`config.mk`:
```
export PLATFORM = sky130hd
export DESIGN_NAME = dsp_uart
export DESIGN_NICKNAME = d
export VERILOG_FILES = /design/src/common/dsp_pkg.sv /design/src/logic/dsp_uart.sv
export VERILOG_INCLUDE_DIRS = /design/src /design/src/common
export SDC_FILE = /design/constraint.sdc
export NUM_CORES = 1
export LEC_CHECK = 0
export BUFFER_PORTS_ARGS = -buffer_cell sky130_fd_sc_hd__clkbuf_2
export CAP_MARGIN = 0
export CORE_MARGIN = 4
export CORE_UTILIZATION = 62
export DETAILED_ROUTE_END_ITERATION = 12
export PLACE_DENSITY = 0.87
export SYNTH_ARGS = -nofsm -noshare
export SYNTH_HDL_FRONTEND = slang
export SYNTH_SLANG_ARGS = --single-unit
```
`constraint.sdc`:
```
create_clock -name clk_i -period 8.3 [get_ports clk_i]
set_clock_uncertainty 0.15 [all_clocks]
set_input_delay 1.245 -clock clk_i [delete_from_list [all_inputs] [get_ports clk_i]]
set_output_delay 1.245 -clock clk_i [all_outputs]
set_load 0.05 [all_outputs]
```
`src/common/dsp_defines.svh`:
```
// register offsets, field positions, reset values and timing counts of the serial port
`ifndef DSP_DEFINES_SVH
`define DSP_DEFINES_SVH
// ----------------------------------------------------------------
// register word offsets (byte address on the bus is the offset times four)
// ----------------------------------------------------------------
`define DSP_OFF_CLKSEL   6'h00
`define DSP_OFF_STATUS   6'h01
`define DSP_OFF_CTL1     6'h02
`define DSP_OFF_CTL2     6'h03
`define DSP_OFF_DIV      6'h04
`define DSP_OFF_DATA     6'h05
// ----------------------------------------------------------------
// field positions
// ----------------------------------------------------------------
`define DSP_C1_EN        7
`define DSP_C1_NINE      6
`define DSP_C1_PAREN     5
`define DSP_C1_PARODD    4
`define DSP_C1_TWOSTOP   3
`define DSP_C1_BRK       2
`define DSP_C1_RX8       1
`define DSP_C1_TX8       0
`define DSP_C2_TXEN      7
`define DSP_C2_RXEN      6
`define DSP_C2_BRGH      5
`define DSP_C2_ADDEN     4
`define DSP_C2_WAKE      3
`define DSP_C2_RIE       2
`define DSP_C2_TIIE      1
`define DSP_C2_TEIE      0
// ----------------------------------------------------------------
// reset values and timing counts
// ----------------------------------------------------------------
`define DSP_STATUS_RST   8'h0B
`define DSP_FIFO_DEPTH   2'h2
`define DSP_OS_CENTER    4'h8
`define DSP_OS_LAST      4'hF
`define DSP_LOWSPD_LAST  2'h3
`endif

```
`src/common/dsp_pkg.sv`:
```
// types shared by the serial port
package dsp_pkg;
    typedef enum logic [2:0] {
        TX_IDLE  = 3'b000,
        TX_START = 3'b001,
        TX_DATA  = 3'b010,
        TX_PAR   = 3'b011,
        TX_STOP  = 3'b100
    } dsp_tx_st_t;
    typedef enum logic [2:0] {
        RX_IDLE  = 3'b000,
        RX_START = 3'b001,
        RX_DATA  = 3'b010,
        RX_PAR   = 3'b011,
        RX_STOP  = 3'b100
    } dsp_rx_st_t;
    typedef struct packed {
        logic [2:0]      cs1;
        logic [2:0]      cs0;
        logic [7:0]      c1;
        logic [7:0]      c2;
        logic [7:0]      div;
        logic [7:0]      pre;
        logic [1:0]      hs;
        logic            os;
        logic [8:0]      hold;
        logic            hold_full;
        dsp_tx_st_t      tx_st;
        logic [8:0]      tx_sh;
        logic [3:0]      tx_cnt;
        logic [3:0]      tx_ph;
        logic            tx_par;
        dsp_rx_st_t      rx_st;
        logic [8:0]      rx_sh;
        logic [3:0]      rx_cnt;
        logic [3:0]      rx_ph;
        logic [1:0]      rx_smp;
        logic            rx_noise;
        logic            rx_pbit;
        logic            rx_prev;
        logic [1:0][8:0] fifo;
        logic            hd;
        logic [1:0]      cnt;
        logic            perr;
        logic            nf;
        logic            ferr;
        logic            oerr;
        logic            sr_seen;
        logic            sync1;
        logic            sync2;
        logic            ack;
        logic [7:0]      dat;
    } dsp_state_t;
endpackage

```
`src/logic/dsp_uart.sv`:
```
// one asynchronous serial port with a classic wishbone register slave
//
// How it works
// - character carries 8 or 9 data bits, chosen by one control bit for both ways
// - parity is even, odd or absent, set by configuration
// - one or two stop bits, the receiver expects the same count
// - both directions clock off a baud generator using an 8-bit divisor
// - receiver flags parity, framing, noise and overrun errors
// - with address detect on, only characters with last data bit one are kept
// - transmitter and receiver have separate enables
// - received characters queue in a two entry fifo
// - low level on the receive pin can wake the chip when the port and wake are both enabled
// - interrupt on tx empty, tx idle, rx data, rx overrun
// - enabled port drives tx pin, takes rx pin, disconnects pull-ups
// - disabled port or direction floats the pin, pull-up left to gpio
// - written byte moves to a hidden shift register, sent lsb first
// - received bits shift in lsb first, full character goes to read data
// - one data address: writes load tx holding, reads return rx data
// - clock select code 0,6,7 system clock, 1..4 pll outputs, 5 unused
// - port 1 select in bits 6..4, port 0 select in bits 2..0
// - clock select bits 7 and 3 read zero, fields reset to zero
// - status read only; reset shows idle flags and tx empty set, others clear
// - parity error set on wrong parity, only with parity enabled
// - error flags clear on status read followed by data access
// - port disable flushes fifo, resets baud count, clears enables and flags
// - rx available clears on the data read that empties the fifo, no status read needed
`timescale 1ns/100ps
`include "dsp_defines.svh"
module dsp_uart #(
    parameter int PORT_IDX = 0
) (
    input  wire logic       clk_i,
    input  wire logic       rst_i,
    input  wire logic       wb_cyc_i,
    input  wire logic       wb_stb_i,
    input  wire logic       wb_we_i,
    input  wire logic [7:0] wb_adr_i,
    input  wire logic [3:0] wb_sel_i,
    input  wire logic [31:0] wb_dat_i,
    output logic      [31:0] wb_dat_o,
    output logic            wb_ack_o,
    input  wire logic [3:0] pll_tick_i,
    input  wire logic       rx_pin_i,
    output logic            tx_pin_o,
    output logic            tx_pin_oe_o,
    output logic            tx_pullup_off_o,
    output logic            rx_pullup_off_o,
    output logic            wake_o,
    output logic            irq_o
);
    // ----------------------------------------------------------------
    // elaboration check
    // ----------------------------------------------------------------
    if (PORT_IDX < 0 || PORT_IDX > 1) begin : g_bad_port
        $error("dsp_uart: PORT_IDX must be 0 or 1");
    end

    dsp_pkg::dsp_state_t st_r;
    dsp_pkg::dsp_state_t st_nxt;

    logic       en;
    logic       txen;
    logic       rxen;
    logic       tx_line;
    logic [7:0] status;
    logic       tidle;
    logic       txif;
    logic       rxif;
    logic       ridle;

    assign en    = st_r.c1[`DSP_C1_EN];
    assign txen  = en & st_r.c2[`DSP_C2_TXEN];
    assign rxen  = en & st_r.c2[`DSP_C2_RXEN];
    assign txif  = ~st_r.hold_full;
    assign rxif  = (st_r.cnt != 2'h0);
    assign ridle = (st_r.rx_st == dsp_pkg::RX_IDLE);
    // idle only when nothing is queued, shifting or breaking
    assign tidle = txif & (st_r.tx_st == dsp_pkg::TX_IDLE) & ~st_r.c1[`DSP_C1_BRK];
    assign status = {st_r.perr, st_r.nf, st_r.ferr, st_r.oerr, ridle, rxif, tidle, txif};

    // ----------------------------------------------------------------
    // pins and requests
    // ----------------------------------------------------------------
    always_comb begin
        unique case (st_r.tx_st)
            dsp_pkg::TX_START: tx_line = 1'b0;
            dsp_pkg::TX_DATA:  tx_line = st_r.tx_sh[0];
            dsp_pkg::TX_PAR:   tx_line = st_r.tx_par;
            default:           tx_line = 1'b1;
        endcase
    end
    assign tx_pin_o        = tx_line & ~st_r.c1[`DSP_C1_BRK];
    assign tx_pin_oe_o     = txen;
    assign tx_pullup_off_o = txen;
    assign rx_pullup_off_o = rxen;
    assign wake_o = en & st_r.c2[`DSP_C2_WAKE] & ~st_r.sync2;
    assign irq_o  = (st_r.c2[`DSP_C2_RIE] & (rxif | st_r.oerr))
                  | (st_r.c2[`DSP_C2_TIIE] & tidle)
                  | (st_r.c2[`DSP_C2_TEIE] & txif);
    assign wb_ack_o = st_r.ack;
    assign wb_dat_o = {24'h000000, st_r.dat};

    // ----------------------------------------------------------------
    // next state
    // ----------------------------------------------------------------
    always_comb begin
        logic [5:0] idx;
        logic       req;
        logic       go;
        logic       src;
        logic [3:0] nb;
        logic       rx_in;
        logic       maj;
        logic [8:0] rxd;
        logic [8:0] txd;
        logic [7:0] rd;
        idx   = wb_adr_i[7:2];
        req   = wb_cyc_i & wb_stb_i;
        go    = req & st_r.ack;
        src   = 1'b0;
        nb    = st_r.c1[`DSP_C1_NINE] ? 4'h9 : 4'h8;
        rx_in = rxen ? st_r.sync2 : 1'b1;
        maj   = 1'b0;
        rxd   = 9'h000;
        txd   = 9'h000;
        rd    = 8'h00;
        st_nxt = st_r;
        st_nxt.sync1 = rx_pin_i;
        st_nxt.sync2 = st_r.sync1;
        st_nxt.rx_prev = rx_in;

        // bus slave: answer one cycle after the request, drop the next cycle
        st_nxt.ack = req & ~st_r.ack;
        unique case (idx)
            `DSP_OFF_CLKSEL: rd = {1'b0, st_r.cs1, 1'b0, st_r.cs0};
            `DSP_OFF_STATUS: rd = status;
            `DSP_OFF_CTL1:   rd = {st_r.c1[7:2], st_r.fifo[st_r.hd][8], 1'b0};
            `DSP_OFF_CTL2:   rd = st_r.c2;
            `DSP_OFF_DIV:    rd = st_r.div;
            `DSP_OFF_DATA:   rd = st_r.fifo[st_r.hd][7:0];
            default:         rd = 8'h00;
        endcase
        if (req & ~st_r.ack) begin
            st_nxt.dat = rd;
        end

        // register side effects at the edge where the master sees ack
        if (go & wb_we_i & wb_sel_i[0]) begin
            unique case (idx)
                `DSP_OFF_CLKSEL: begin
                    st_nxt.cs1 = wb_dat_i[6:4];
                    st_nxt.cs0 = wb_dat_i[2:0];
                end
                `DSP_OFF_CTL1: st_nxt.c1 = {wb_dat_i[7:2], 1'b0, wb_dat_i[0]};
                `DSP_OFF_CTL2: st_nxt.c2 = wb_dat_i[7:0];
                `DSP_OFF_DIV:  st_nxt.div = wb_dat_i[7:0];
                `DSP_OFF_DATA: begin
                    // a write while the holding register is full is dropped
                    if (~st_r.hold_full & txen) begin
                        st_nxt.hold = {st_r.c1[`DSP_C1_TX8], wb_dat_i[7:0]};
                        st_nxt.hold_full = 1'b1;
                    end
                end
                default: ;
            endcase
        end
        if (go & ~wb_we_i & (idx == `DSP_OFF_STATUS)) begin
            st_nxt.sr_seen = 1'b1;
        end
        if (go & (idx == `DSP_OFF_DATA)) begin
            st_nxt.sr_seen = 1'b0;
            if (st_r.sr_seen) begin
                st_nxt.perr = 1'b0;
                st_nxt.nf   = 1'b0;
                st_nxt.ferr = 1'b0;
                st_nxt.oerr = 1'b0;
            end
            if (~wb_we_i & rxif) begin
                st_nxt.hd  = ~st_r.hd;
                st_nxt.cnt = st_r.cnt - 2'h1;
            end
        end

        // baud generator: 16 samples per bit, low speed adds a divide by four
        unique case (PORT_IDX == 1 ? st_r.cs1 : st_r.cs0)
            3'h1:    src = pll_tick_i[0];
            3'h2:    src = pll_tick_i[1];
            3'h3:    src = pll_tick_i[2];
            3'h4:    src = pll_tick_i[3];
            3'h5:    src = 1'b0;
            default: src = 1'b1;
        endcase
        st_nxt.os = 1'b0;
        if (src) begin
            if (st_r.pre == st_r.div) begin
                st_nxt.pre = 8'h00;
                st_nxt.hs  = st_r.hs + 2'h1;
                st_nxt.os  = st_r.c2[`DSP_C2_BRGH] | (st_r.hs == `DSP_LOWSPD_LAST);
            end else begin
                st_nxt.pre = st_r.pre + 8'h01;
            end
        end

        // transmitter
        txd = st_r.c1[`DSP_C1_NINE] ? st_r.hold : {1'b0, st_r.hold[7:0]};
        if (st_r.tx_st == dsp_pkg::TX_IDLE) begin
            if (st_r.hold_full & txen & ~st_r.c1[`DSP_C1_BRK]) begin
                st_nxt.tx_sh  = txd;
                st_nxt.tx_par = ^txd ^ st_r.c1[`DSP_C1_PARODD];
                st_nxt.hold_full = 1'b0;
                st_nxt.tx_st  = dsp_pkg::TX_START;
                st_nxt.tx_ph  = 4'h0;
                st_nxt.tx_cnt = 4'h0;
            end
        end else if (st_r.os) begin
            st_nxt.tx_ph = st_r.tx_ph + 4'h1;
            if (st_r.tx_ph == `DSP_OS_LAST) begin
                unique case (st_r.tx_st)
                    dsp_pkg::TX_START: st_nxt.tx_st = dsp_pkg::TX_DATA;
                    dsp_pkg::TX_DATA: begin
                        st_nxt.tx_sh  = {1'b0, st_r.tx_sh[8:1]};
                        st_nxt.tx_cnt = st_r.tx_cnt + 4'h1;
                        if (st_r.tx_cnt == nb - 4'h1) begin
                            st_nxt.tx_cnt = 4'h0;
                            st_nxt.tx_st  = st_r.c1[`DSP_C1_PAREN] ? dsp_pkg::TX_PAR
                                                                   : dsp_pkg::TX_STOP;
                        end
                    end
                    dsp_pkg::TX_PAR: st_nxt.tx_st = dsp_pkg::TX_STOP;
                    default: begin
                        if (st_r.c1[`DSP_C1_TWOSTOP] & (st_r.tx_cnt == 4'h0)) begin
                            st_nxt.tx_cnt = 4'h1;
                        end else begin
                            st_nxt.tx_st = dsp_pkg::TX_IDLE;
                        end
                    end
                endcase
            end
        end

        // receiver: majority of three samples around the bit centre
        rxd = st_r.c1[`DSP_C1_NINE] ? st_r.rx_sh : {1'b0, st_r.rx_sh[8:1]};
        if (st_r.rx_st == dsp_pkg::RX_IDLE) begin
            if (st_r.rx_prev & ~rx_in) begin
                st_nxt.rx_st    = dsp_pkg::RX_START;
                st_nxt.rx_ph    = 4'h0;
                st_nxt.rx_cnt   = 4'h0;
                st_nxt.rx_noise = 1'b0;
            end
        end else if (st_r.os) begin
            st_nxt.rx_ph = st_r.rx_ph + 4'h1;
            if (st_r.rx_ph == `DSP_OS_CENTER - 4'h1) begin
                st_nxt.rx_smp[0] = rx_in;
            end
            if (st_r.rx_ph == `DSP_OS_CENTER) begin
                st_nxt.rx_smp[1] = rx_in;
            end
            if (st_r.rx_ph == `DSP_OS_CENTER + 4'h1) begin
                maj = (st_r.rx_smp[0] & st_r.rx_smp[1]) | (rx_in & (st_r.rx_smp[0]
                      | st_r.rx_smp[1]));
                if ((st_r.rx_smp[0] != rx_in) | (st_r.rx_smp[1] != rx_in)) begin
                    st_nxt.rx_noise = 1'b1;
                end
                unique case (st_r.rx_st)
                    dsp_pkg::RX_START: begin
                        // a start bit that is high at its centre was a glitch
                        st_nxt.rx_st = maj ? dsp_pkg::RX_IDLE : dsp_pkg::RX_DATA;
                    end
                    dsp_pkg::RX_DATA: begin
                        st_nxt.rx_sh  = {maj, st_r.rx_sh[8:1]};
                        st_nxt.rx_cnt = st_r.rx_cnt + 4'h1;
                        if (st_r.rx_cnt == nb - 4'h1) begin
                            st_nxt.rx_cnt = 4'h0;
                            st_nxt.rx_st  = st_r.c1[`DSP_C1_PAREN] ? dsp_pkg::RX_PAR
                                                                   : dsp_pkg::RX_STOP;
                        end
                    end
                    dsp_pkg::RX_PAR: begin
                        st_nxt.rx_pbit = maj;
                        st_nxt.rx_st   = dsp_pkg::RX_STOP;
                    end
                    default: begin
                        if (st_r.c1[`DSP_C1_TWOSTOP] & (st_r.rx_cnt == 4'h0) & maj) begin
                            st_nxt.rx_cnt = 4'h1;
                        end else begin
                            st_nxt.rx_st = dsp_pkg::RX_IDLE;
                            if (st_r.c2[`DSP_C2_ADDEN] & ~rxd[nb - 4'h1]) begin
                                st_nxt.rx_st = dsp_pkg::RX_IDLE;
                            end else if (st_r.oerr | (st_nxt.cnt == `DSP_FIFO_DEPTH)) begin
                                st_nxt.oerr = 1'b1;
                            end else begin
                                st_nxt.fifo[st_nxt.hd ^ st_nxt.cnt[0]] = rxd;
                                st_nxt.cnt  = st_nxt.cnt + 2'h1;
                                // build on the cleared copy so a clear in this cycle survives
                                st_nxt.ferr = st_nxt.ferr | ~maj;
                                st_nxt.nf   = st_nxt.nf | st_nxt.rx_noise;
                                st_nxt.perr = st_nxt.perr | (st_r.c1[`DSP_C1_PAREN] &
                                    (st_r.rx_pbit ^ (^rxd) ^ st_r.c1[`DSP_C1_PARODD]));
                            end
                        end
                    end
                endcase
            end
        end

        // disabled port: state returns to idle, enables and break clear, other configuration kept
        if (~st_nxt.c1[`DSP_C1_EN]) begin
            st_nxt.c2[`DSP_C2_TXEN] = 1'b0;
            st_nxt.c2[`DSP_C2_RXEN] = 1'b0;
            st_nxt.c1[`DSP_C1_BRK]  = 1'b0;
            st_nxt.pre = 8'h00;
            st_nxt.hs  = 2'h0;
            st_nxt.os  = 1'b0;
            st_nxt.cnt = 2'h0;
            st_nxt.hold_full = 1'b0;
            st_nxt.tx_st = dsp_pkg::TX_IDLE;
            st_nxt.rx_st = dsp_pkg::RX_IDLE;
            st_nxt.perr = 1'b0;
            st_nxt.nf   = 1'b0;
            st_nxt.ferr = 1'b0;
            st_nxt.oerr = 1'b0;
        end
    end

    always_ff @(posedge clk_i) begin
        if (rst_i) begin
            st_r <= '0;
            st_r.sync1   <= 1'b1;
            st_r.sync2   <= 1'b1;
            st_r.rx_prev <= 1'b1;
        end else begin
            st_r <= st_nxt;
        end
    end
endmodule

```
==> impl_metrics.yaml, run 1 <==
status:
  status: "complete, no violations"
route:
  final_antenna_net_count: 0
  drtPass1Iterations: 6
  wire_per_inst_microns: 17.6
  drt_iter0_markers: 585
  routed_wl_microns: 16500
  vias: 5841
  drc_errors: 0
  avgViaCountPerCell: 6.23
pwr:
  p_seq_frac: 0.446
  switchingPower_mw: 0.350
  total_leakage_power_nw: 2.75
  intPower_mw: 1.09
  powerDensity_nw_per_um2: 194
  peakVddDrop_mv: 0.151
  finalPower_mw: 1.44
  combPwrFrac: 0.046
  p_sw_frac: 0.243
  p_clk_frac: 0.508
logic_synthesis:
  ys_ff_latch: 133
  avgSynthCellArea_sq_um: 8.74
  synth.most_common_cell: "dfxtp_1"
  muxShareOfSynthArea: 0.0937
  async_flop_share: 0
  yosysTopAreaCell: "dfxtp_1"
  ys.warnings.count: 0
  synth_edf_count: 0
  synth.top_cell.area_share: 0.392
  synth-main-ff-cell: "dfxtp_1"
  yosys.area_share.xor_xnor: 0.0432
  ys_top_cells_by_count: "133 x dfxtp_1, 104 x nor2_1, 58 x mux2i_1"
  synth_area_sq_um: 6800
  yosys.area_share.adder: 0.0236
  yosys.area_share.simple: 0.206
  synth.area.top_cells: "dfxtp_1 39%, mux2i_1 8.5%, nor2_1 5.7%"
  synth_top_family_by_area: "simple AND/OR/NAND/NOR gates"
  synth-compound-area-share: 0.166
  synth.distinct_cells: 74
  seq_area_frac_synth: 0.392
  syn_inst: 778
cts:
  cts_setup_buffers: 0
  cts_tree: "done"
  cts_resized: 0
  htreeDepth: 4
  clkTransAtPathRegs_ps: 60
  cts_sinks: 133
  clockRootBuffer: "clkbuf_8"
  holdBufCountCts: 0
  clk_latency_ps: 530
  cts_buffers: 17
  cts_buffer_depth: 2
floorplanning:
  ioPinCount: 93
  fp-row-count: 37
  die_width_microns: 113
  start_util: 0.647
  die_h_microns: 113
  dieArea_sq_um: 12700
  core_sq_um: 10500
global_routing:
  grt_pass1_vias: 5514
  grt_start_max_net_pins: 107
  track_usage: 0.258
  met1_usage: 0.328
  grt_overflow_total: 0
  antenna_found_initial: 0
  grt_pass1_wl_microns: 26900
  grtUsageMet3: 0.0567
  busiest_layer: "met2"
  use_met2: 0.423
critical_path:
  critPathLaunchType: "input pin"
  arrival_ps: 4230
  cp.required_ps: 8580
  critPathKind: "in -> reg"
  end_kind: "flop"
  critPathMaxFanout: 18
cells_and_area:
  area_growth_syn_to_layout_pct: 9.05
  n_antenna_cell: 0
  final_cells: 937
  fin_nets: 854
  layout-drive-gt1-share: 0.127
  final_util: 0.706
timing:
  post-route-period-util: 0.476
  setup_viol: 0
  drv_slew: 0
  tightestPinTransition_ps: 1310
  finalHoldViolCount: 0
  setup_ws_ps: 4350
  rsz0062_at_grt: "false"
  max_freq_ghz: 0.253
  slew_headroom: 0.117
  fin_setup_tns_ps: 0
  finalCriticalPeriod_ps: 3950
placement:
  io_buffers: 39
  preCtsSetupSlack_ps: 3940
  gp_congestion: 0.922
  hpwlAfterDp_microns: 11400
  dp_cells: 905
flow_run:
  maxCapViolations: 0
min_path:
  min_path_type: "reg -> reg"
## power groups by stage
stage / registers, mW / logic (mW) / clock network (mW)
after floorplan: 0.657 / 0.0598 / 0
after global placement: 0.657 / 0.0643 / 0
after detailed placement: 0.657 / 0.0654 / 0
after CTS: 0.643 / 0.0656 / 0.736
after global routing: 0.643 / 0.0697 / 0.767
final: 0.643 / 0.0665 / 0.732
## cell type report
class / instances / area (sq um)
Clock buffer: 19 / 432
Clock inverter: 13 / 148
Fill cell: 737 / 3090
Inverter: 21 / 78.8
Multi-Input combinational cell: 574 / 3710
Sequential cell: 133 / 2660
Tap cell: 136 / 170
Timing Repair Buffer: 41 / 213
## cell families after synthesis
kind of cell | Yosys count
xor gates and xnor gates | 32
buffers and inverters | 94
DFF | 133
other | 1
adders and majority gates | 13
AOI/OAI and AO/OA | 169
and+or+nand+nor | 274
muxes | 62
## registers in the layout, indices dropped and copies added (netlist names)
signal	flops
en	1
st_r	122
wb_dat_o	8
st_nxt	1
wb_ack_o	1
## through the flow
stage                     hold slack [ps]  cell area, sq um
final                                 265              7410
after global routing                  291              7410
after CTS                             269              7410
after detailed placement              248              6840
after global placement                253              6840
after floorplan                       239              6890
## per-layer routing
metal / vias to the layer above / wire length, microns
met5: - / 0
met4: 0 / 522
met3: 61 / 1160
met2: 282 / 7930
met1: 2744 / 6870
li1: 2754 / -
## worst paths after layout
kind	slack, ps	cells after the start	startpoint	end
min reg2reg	270	1	st_nxt[9]	st_r[9]
min	270	1	st_nxt[9]	st_r[9]
max	4350	11	wb_adr_i[3]	st_r[20]
max reg2reg	4780	12	st_r[16]	st_r[20]
## critical path, stage by stage
cell and delay [ps]:
clkbuf_2 140, and4bb_2 370, nand4_1 210, mux2_2 300, inv_1 40, ha_1 210, nor2_1 160, nand4_1 270
nor3_2 910, nor2_1 90, a211oi_1 280
## placed cells by master (no fill, tap or decap), types with 14 or more instances in the layout
| cell | instances |
|---|---|
| a22oi_1 | 14 |
| nand2_1 | 46 |
| inv_1 | 21 |
| clkbuf_2 | 38 |
| nand3_1 | 27 |
| a211oi_1 | 29 |
| nor2_1 | 104 |
| dfxtp_1 | 133 |
| a21oi_1 | 52 |
| xor2_1 | 15 |
| o21ai_0 | 25 |
| clkbuf_16 | 16 |
| xnor2_1 | 16 |
| mux2i_1 | 58 |
| conb_1 | 24 |
Power figures use the tool's default switching activity.
==> run 2, diff against run 1 <==
--- a/config.mk
+++ b/config.mk
@@ -9,9 +9,9 @@
 export BUFFER_PORTS_ARGS = -buffer_cell sky130_fd_sc_hd__clkbuf_2
 export CAP_MARGIN = 0
 export CORE_MARGIN = 4
-export CORE_UTILIZATION = 62
+export CORE_UTILIZATION = 58
 export DETAILED_ROUTE_END_ITERATION = 12
-export PLACE_DENSITY = 0.87
+export PLACE_DENSITY = 0.82
 export SYNTH_ARGS = -nofsm -noshare
 export SYNTH_HDL_FRONTEND = slang
 export SYNTH_SLANG_ARGS = --single-unit
==> constraint.sdc (replaced) <==
create_clock -name clk_i -period 3.85 [get_ports clk_i]
set_clock_uncertainty 0.15 [all_clocks]
set_input_delay 0.5775 -clock clk_i [delete_from_list [all_inputs] [get_ports clk_i]]
set_output_delay 0.5775 -clock clk_i [all_outputs]
set_load 0.05 [all_outputs]
==> run 2 against run 1 <==
Cell count rose by 1.7%; via count rose by 2.4%; routed wire length rose by 5.1%; utilization fell by 4.6 points; critical path depth rose by 2; hold slack got worse by 68 ps; count of clock-buffer cells in the layout fell by 1; largest cell class unchanged; highest routed layer unchanged.
==> impl_metrics.yaml, run 2 (synthesized netlist as in run 1, its figures left out) <==
status:
  status: "complete, no violations"
critical_path:
  critPathKind: "reg -> reg"
  r2r-end: "st_r[23]"
  path_common_cell: "nor2_1"
  crit_chain: "inv_1, ha_1, nor2_1, nand4_1, mux2_2, inv_1, ha_1, nor2_1, nand4_1, nor3_2, buf_4, nor2_1, a211oi_1"
  cp_slowest_stage_delay_ps: 350
  arrival_ps: 3180
  cp.required_ps: 4010
  critPathLaunchType: "flop"
  r2r_setup_slack_ps: 830
  reg2reg_from: "st_r[16]"
  r2r.worst_path.cells: 13
  critPathMaxFanout: 18
  slowest_stage: "dfxtp_1"
  end_kind: "flop"
timing:
  post-route-period-util: 0.785
  drv_slew: 0
  max_freq_ghz: 0.331
  setup_viol: 0
  slew_headroom: 0.352
  fin_setup_tns_ps: 0
  rsz0062_at_grt: "false"
  holdWs_ps: 197
  tightestPinTransition_ps: 970
  finalHoldViolCount: 0
  finalCriticalPeriod_ps: 3020
cells_and_area:
  layout-drive-gt1-share: 0.138
  largest_reg_flops: 122
  n_antenna_cell: 0
  final_util: 0.660
  area_growth_syn_to_layout_pct: 11.3
  fin_nets: 864
  final_common_cell: "dfxtp_1"
  final_cell_mix: "133 x dfxtp_1, 104 x nor2_1, 58 x mux2i_1"
  largest_register: "st_r"
cts:
  holdBufCountCts: 0
  cts_resized: 0
  htreeDepth: 4
  cts_buffer_depth: 2
  clk_latency_ps: 420
  cts_tree: "done"
  cts_buffers: 17
  clkTransAtPathRegs_ps: 60
  clockRootBuffer: "clkbuf_16"
  cts_setup_buffers: 0
  cts_sinks: 133
flow_run:
  maxCapViolations: 0
pwr:
  combPwrFrac: 0.044
  finalPower_mw: 3.30
  intPower_mw: 2.57
  powerDensity_nw_per_um2: 436
  p_clk_frac: 0.536
  p_sw_frac: 0.221
  total_leakage_power_nw: 2.82
  peakVddDrop_mv: 0.405
  p_seq_frac: 0.421
  switchingPower_mw: 0.729
floorplanning:
  die_h_microns: 116
  dieArea_sq_um: 13500
  core_sq_um: 11500
  ioPinCount: 93
  die_width_microns: 116
  fp-row-count: 39
  start_util: 0.593
global_routing:
  antenna_found_initial: 0
  grt_start_max_net_pins: 66
  grt_pass1_wl_microns: 28600
  grt_pass1_vias: 5822
  track_usage: 0.267
  grt_overflow_total: 0
placement:
  io_buffers: 39
  gp_congestion: 0.929
  hpwlAfterDp_microns: 11900
min_path:
  min_path_type: "in -> reg"
  worstHoldStart: "rx_pin_i"
  min_path_cells: 2
  hold_end: "st_nxt[9]"
route:
  avgViaCountPerCell: 6.27
  routed_wl_microns: 17300
  wire_per_inst_microns: 18.2
  drtPass1Iterations: 6
  vias: 5979
  final_antenna_net_count: 0
  drc_errors: 0
  drt_iter0_markers: 631
## run 2: changes by cell type in the layout (fill, tap and decap cells not counted), sizes merged
cell,before,now
inv,24,21
clkbuf,57,56
buf,3,13
bufinv,2,5
clkinv,7,3
clkinvlp,1,5
## run 2: worst max path at each step
stage,startpoint,end,cells after the start
5_1_grt,st_r[16],st_r[23],13
2_1_floorplan,wb_adr_i[2],st_r[35],12
3_5_place_dp,wb_adr_i[3],st_r[32],12
6_report,st_r[16],st_r[23],13
4_1_cts,st_r[16],st_r[23],13
3_3_place_gp,wb_adr_i[3],st_r[17],11
## run 2: critical path, delay by kind of cell, from the launching register on
kind	cells	cell delay, ps
AND/OR/NAND/NOR	6	990
multiplexers	1	310
buffers and inverters	3	390
AO/OA/AOI/OAI	1	280
adder cells (fa/ha/maj)	2	450
flip-flops	1	350
## run 2: layout make-up
type | count | area [sq um]
Clock buffer | 18 | 439
Clock inverter | 13 | 206
Fill cell | 880 | 3900
Inverter | 21 | 78.8
Multi-Input combinational cell | 574 | 3710
Sequential cell | 133 | 2660
Tap cell | 143 | 179
Timing Repair Buffer | 51 | 288
## run 2: per-layer routing
layer	vias to the layer above	wire [microns]	track usage
met1	2840	6930	0.322
met2	314	8460	0.455
met4	0	624	0.115
met5	-	0	0
met3	62	1300	0.0632
li1	2763	-	-
## run 2: power groups by stage
stage | combinational (mW) | clock (mW) | sequential, mW
after global routing | 0.152 | 1.84 | 1.39
after detailed placement | 0.140 | 0 | 1.42
after floorplan | 0.129 | 0 | 1.42
final | 0.144 | 1.77 | 1.39
after global placement | 0.137 | 0 | 1.42
after CTS | 0.141 | 1.77 | 1.39
## run 2: metrics by stage
| stage | worst slack [ps] | instances | area, sq um |
|---|---|---|---|
| floorplan | 693 | 801 | 6890 |
| global placement | 821 | 922 | 6920 |
| detailed placement | 682 | 922 | 6920 |
| CTS | 870 | 953 | 7560 |
| global route | 645 | 953 | 7560 |
| finish | 826 | 953 | 7560 |
==> run 3, diff against run 2 <==
--- a/config.mk
+++ b/config.mk
@@ -6,6 +6,7 @@
 export SDC_FILE = /design/constraint.sdc
 export NUM_CORES = 1
 export LEC_CHECK = 0
+export ABC_AREA = 1
 export BUFFER_PORTS_ARGS = -buffer_cell sky130_fd_sc_hd__clkbuf_2
 export CAP_MARGIN = 0
 export CORE_MARGIN = 4
==> constraint.sdc (replaced) <==
create_clock -name clk_i -period 2.8 [get_ports clk_i]
set_clock_uncertainty 0.15 [all_clocks]
set_input_delay 0.42 -clock clk_i [delete_from_list [all_inputs] [get_ports clk_i]]
set_output_delay 0.42 -clock clk_i [all_outputs]
set_load 0.05 [all_outputs]
==> run 3 against run 2 <==
Non-clock buffer count is 18 higher; utilization is 2.6 points higher; maximum frequency is 13% higher; synthesized cell count is 24% higher; first-iteration DRC count is 6.0% lower; critical endpoint is now st_r[33]; largest power group unchanged.
==> impl_metrics.yaml, run 3 <==
status:
  status: "complete, no violations"
logic_synthesis:
  ys.warnings.count: 0
  synth.top_cell.area_share: 0.388
  avgSynthCellArea_sq_um: 7.13
  synth.area.top_cells: "dfxtp_1 39%, nand2_1 10%, inv_1 6.9%"
  seq_area_frac_synth: 0.388
  syn_inst: 963
  ys_ff_latch: 133
  synth_area_sq_um: 6870
  yosysTopAreaCell: "dfxtp_1"
  synth-main-ff-cell: "dfxtp_1"
  synth.distinct_cells: 48
  synth_edf_count: 0
  async_flop_share: 0
  ys_top_cells_by_count: "184 x nand2_1, 133 x dfxtp_1, 127 x inv_1"
  synth.most_common_cell: "nand2_1"
cells_and_area:
  final_cell_mix: "184 x nand2_1, 132 x dfxtp_1, 127 x inv_1"
  register_area_sq_um: 2660
  area_growth_syn_to_layout_pct: 15.0
  largest_reg_flops: 122
  final_cells: 1169
  final_common_cell: "nand2_1"
  fillers: 943
  final_area_sq_um: 7900
  fin_nets: 1079
  n_antenna_cell: 0
  largest_register: "st_r"
  multiInputGateArea_sq_um: 3410
  layout-drive-gt1-share: 0.142
route:
  drt_iter0_markers: 593
  final_antenna_net_count: 0
  vias: 6427
  drtPass1Iterations: 6
  drc_errors: 0
  routed_wl_microns: 17300
  avgViaCountPerCell: 5.50
  wire_per_inst_microns: 14.8
cts:
  clkTransAtPathRegs_ps: 60
  holdBufCountCts: 0
  clk_latency_ps: 430
  cts_buffer_depth: 2
  cts_sinks: 133
  htreeDepth: 4
  clockRootBuffer: "clkbuf_16"
  cts_buffers: 17
  cts_tree: "done"
min_path:
  worstHoldStart: "rx_pin_i"
  min_path_type: "in -> reg"
critical_path:
  critPathMaxFanout: 9
  slowest_stage: "dfxtp_2"
  crit_family: "simple AND/OR/NAND/NOR gates"
  crit_chain: "inv_1, ha_1, inv_1, nand4_1, buf_4, nand2_1, o21ai_2, inv_1, ha_2, nor2_1, nand2_1, nor2_4, nand3_4, nor2_8, buf_12, buf_4, a211oi_1"
  critPathLaunchType: "flop"
  critPathKind: "reg -> reg"
  cp_slowest_stage_delay_ps: 350
  reg2reg_from: "st_r[16]"
  path_common_cell: "inv_1"
  arrival_ps: 2850
  crit_path_start: "st_r[16]"
  crit_buf_inv: 6
  end_kind: "flop"
  cp.required_ps: 2980
placement:
  gp_congestion: 0.888
  place_area_sq_um: 7100
  dp_cells: 1129
  hpwlAfterDp_microns: 11900
  io_buffers: 39
pwr:
  total_leakage_power_nw: 3.43
  powerDensity_nw_per_um2: 595
  switchingPower_mw: 1.01
  intPower_mw: 3.68
  p_clk_frac: 0.550
  combPwrFrac: 0.043
  p_seq_frac: 0.406
  peakVddDrop_mv: 0.414
  p_sw_frac: 0.216
timing:
  post-route-period-util: 0.952
  slew_headroom: 0.554
  setup_viol: 0
  drv_slew: 0
  finalHoldViolCount: 0
  tightestPinTransition_ps: 666
  max_freq_ghz: 0.375
  finalCriticalPeriod_ps: 2670
flow_run:
  maxCapViolations: 0
global_routing:
  grt_pass1_wl_microns: 27400
  grt_overflow_total: 0
  met1_usage: 0.340
  grt_start_max_net_pins: 55
  grtUsageMet3: 0.0638
  busiest_layer: "met2"
  antenna_found_initial: 0
  use_met2: 0.405
  track_usage: 0.256
  grt_pass1_vias: 5659
floorplanning:
  die_h_microns: 117
  start_util: 0.596
  dieArea_sq_um: 13600
  core_sq_um: 11500
  die_width_microns: 117
  fp-row-count: 39
  ioPinCount: 93
==> run 3: cell types whose count changed after synthesis, sizes merged, moves of 9 or more <==
cell	previous run	this run
clkbuf	30	14
a22oi	14	5
nand2b	13	0
a221oi	9	0
o21ai	25	80
mux2i	59	0
nand3	27	45
inv	21	133
xnor2	16	6
a21oi	53	89
nand2	47	190
==> run 3: what timing repair did <==
action | CTS | global route
resized for setup | 0 | 8
buffers inserted | 0 | 7
setup endpoints to repair | 0 | 21
==> run 3: per-stage QoR <==
stage	util	setup TNS, ps	power [mW]	hold slack, ps	setup WS [ps]
2_1_floorplan	-	0	2.13	239	45.0
3_3_place_gp	0.617	0	2.15	262	23.6
3_5_place_dp	0.617	-977	2.15	265	-90.3
4_1_cts	0.677	0	4.70	23.0	88.7
5_1_grt	0.686	-639	4.81	18.8	-88.9
6_report	0.686	0	4.70	25.4	133
==> run 3: worst paths after layout <==
check	endpoint	slack, ps	cells past startpoint
setup reg to reg	st_r[33]	130	17
hold reg to reg	st_r[9]	280	1
setup / recovery	st_r[33]	130	17
hold / removal	st_nxt[9]	30	2
==> run 3: kinds of logic after synthesis <==
kind of cell | synth area share
AOI/OAI and AO/OA | 0.198
xor gates and xnor gates | 0.0204
adders and majority gates | 0.0219
buffers and inverters | 0.132
DFF | 0.388
other | 0.000546
and+or+nand+nor | 0.240
==> run 3: cell type report <==
type | instances | share of cell area
multi-input combinational | 657 | 0.432
sequential | 133 | 0.337
inverter | 135 | 0.0645
clock buffer | 20 | 0.0591
timing repair buffer | 69 | 0.0558
clock inverter | 12 | 0.0284
tap | 143 | 0.0227
==> run 3: metal layers <==
layer / vias to the layer above / routed length (microns)
met2: 257 / 8020
met3: 46 / 1180
met5: - / 0
li1: 3208 / -
met4: 0 / 422
met1: 2916 / 7720
==> run 3: power by group through the flow <==
stage | Sequential, mW | Clock [mW] | Combinational [mW]
6_report | 1.91 | 2.58 | 0.204
5_1_grt | 1.91 | 2.68 | 0.217
4_1_cts | 1.91 | 2.60 | 0.201
3_5_place_dp | 1.95 | 0 | 0.200
3_3_place_gp | 1.95 | 0 | 0.199
2_1_floorplan | 1.95 | 0 | 0.178
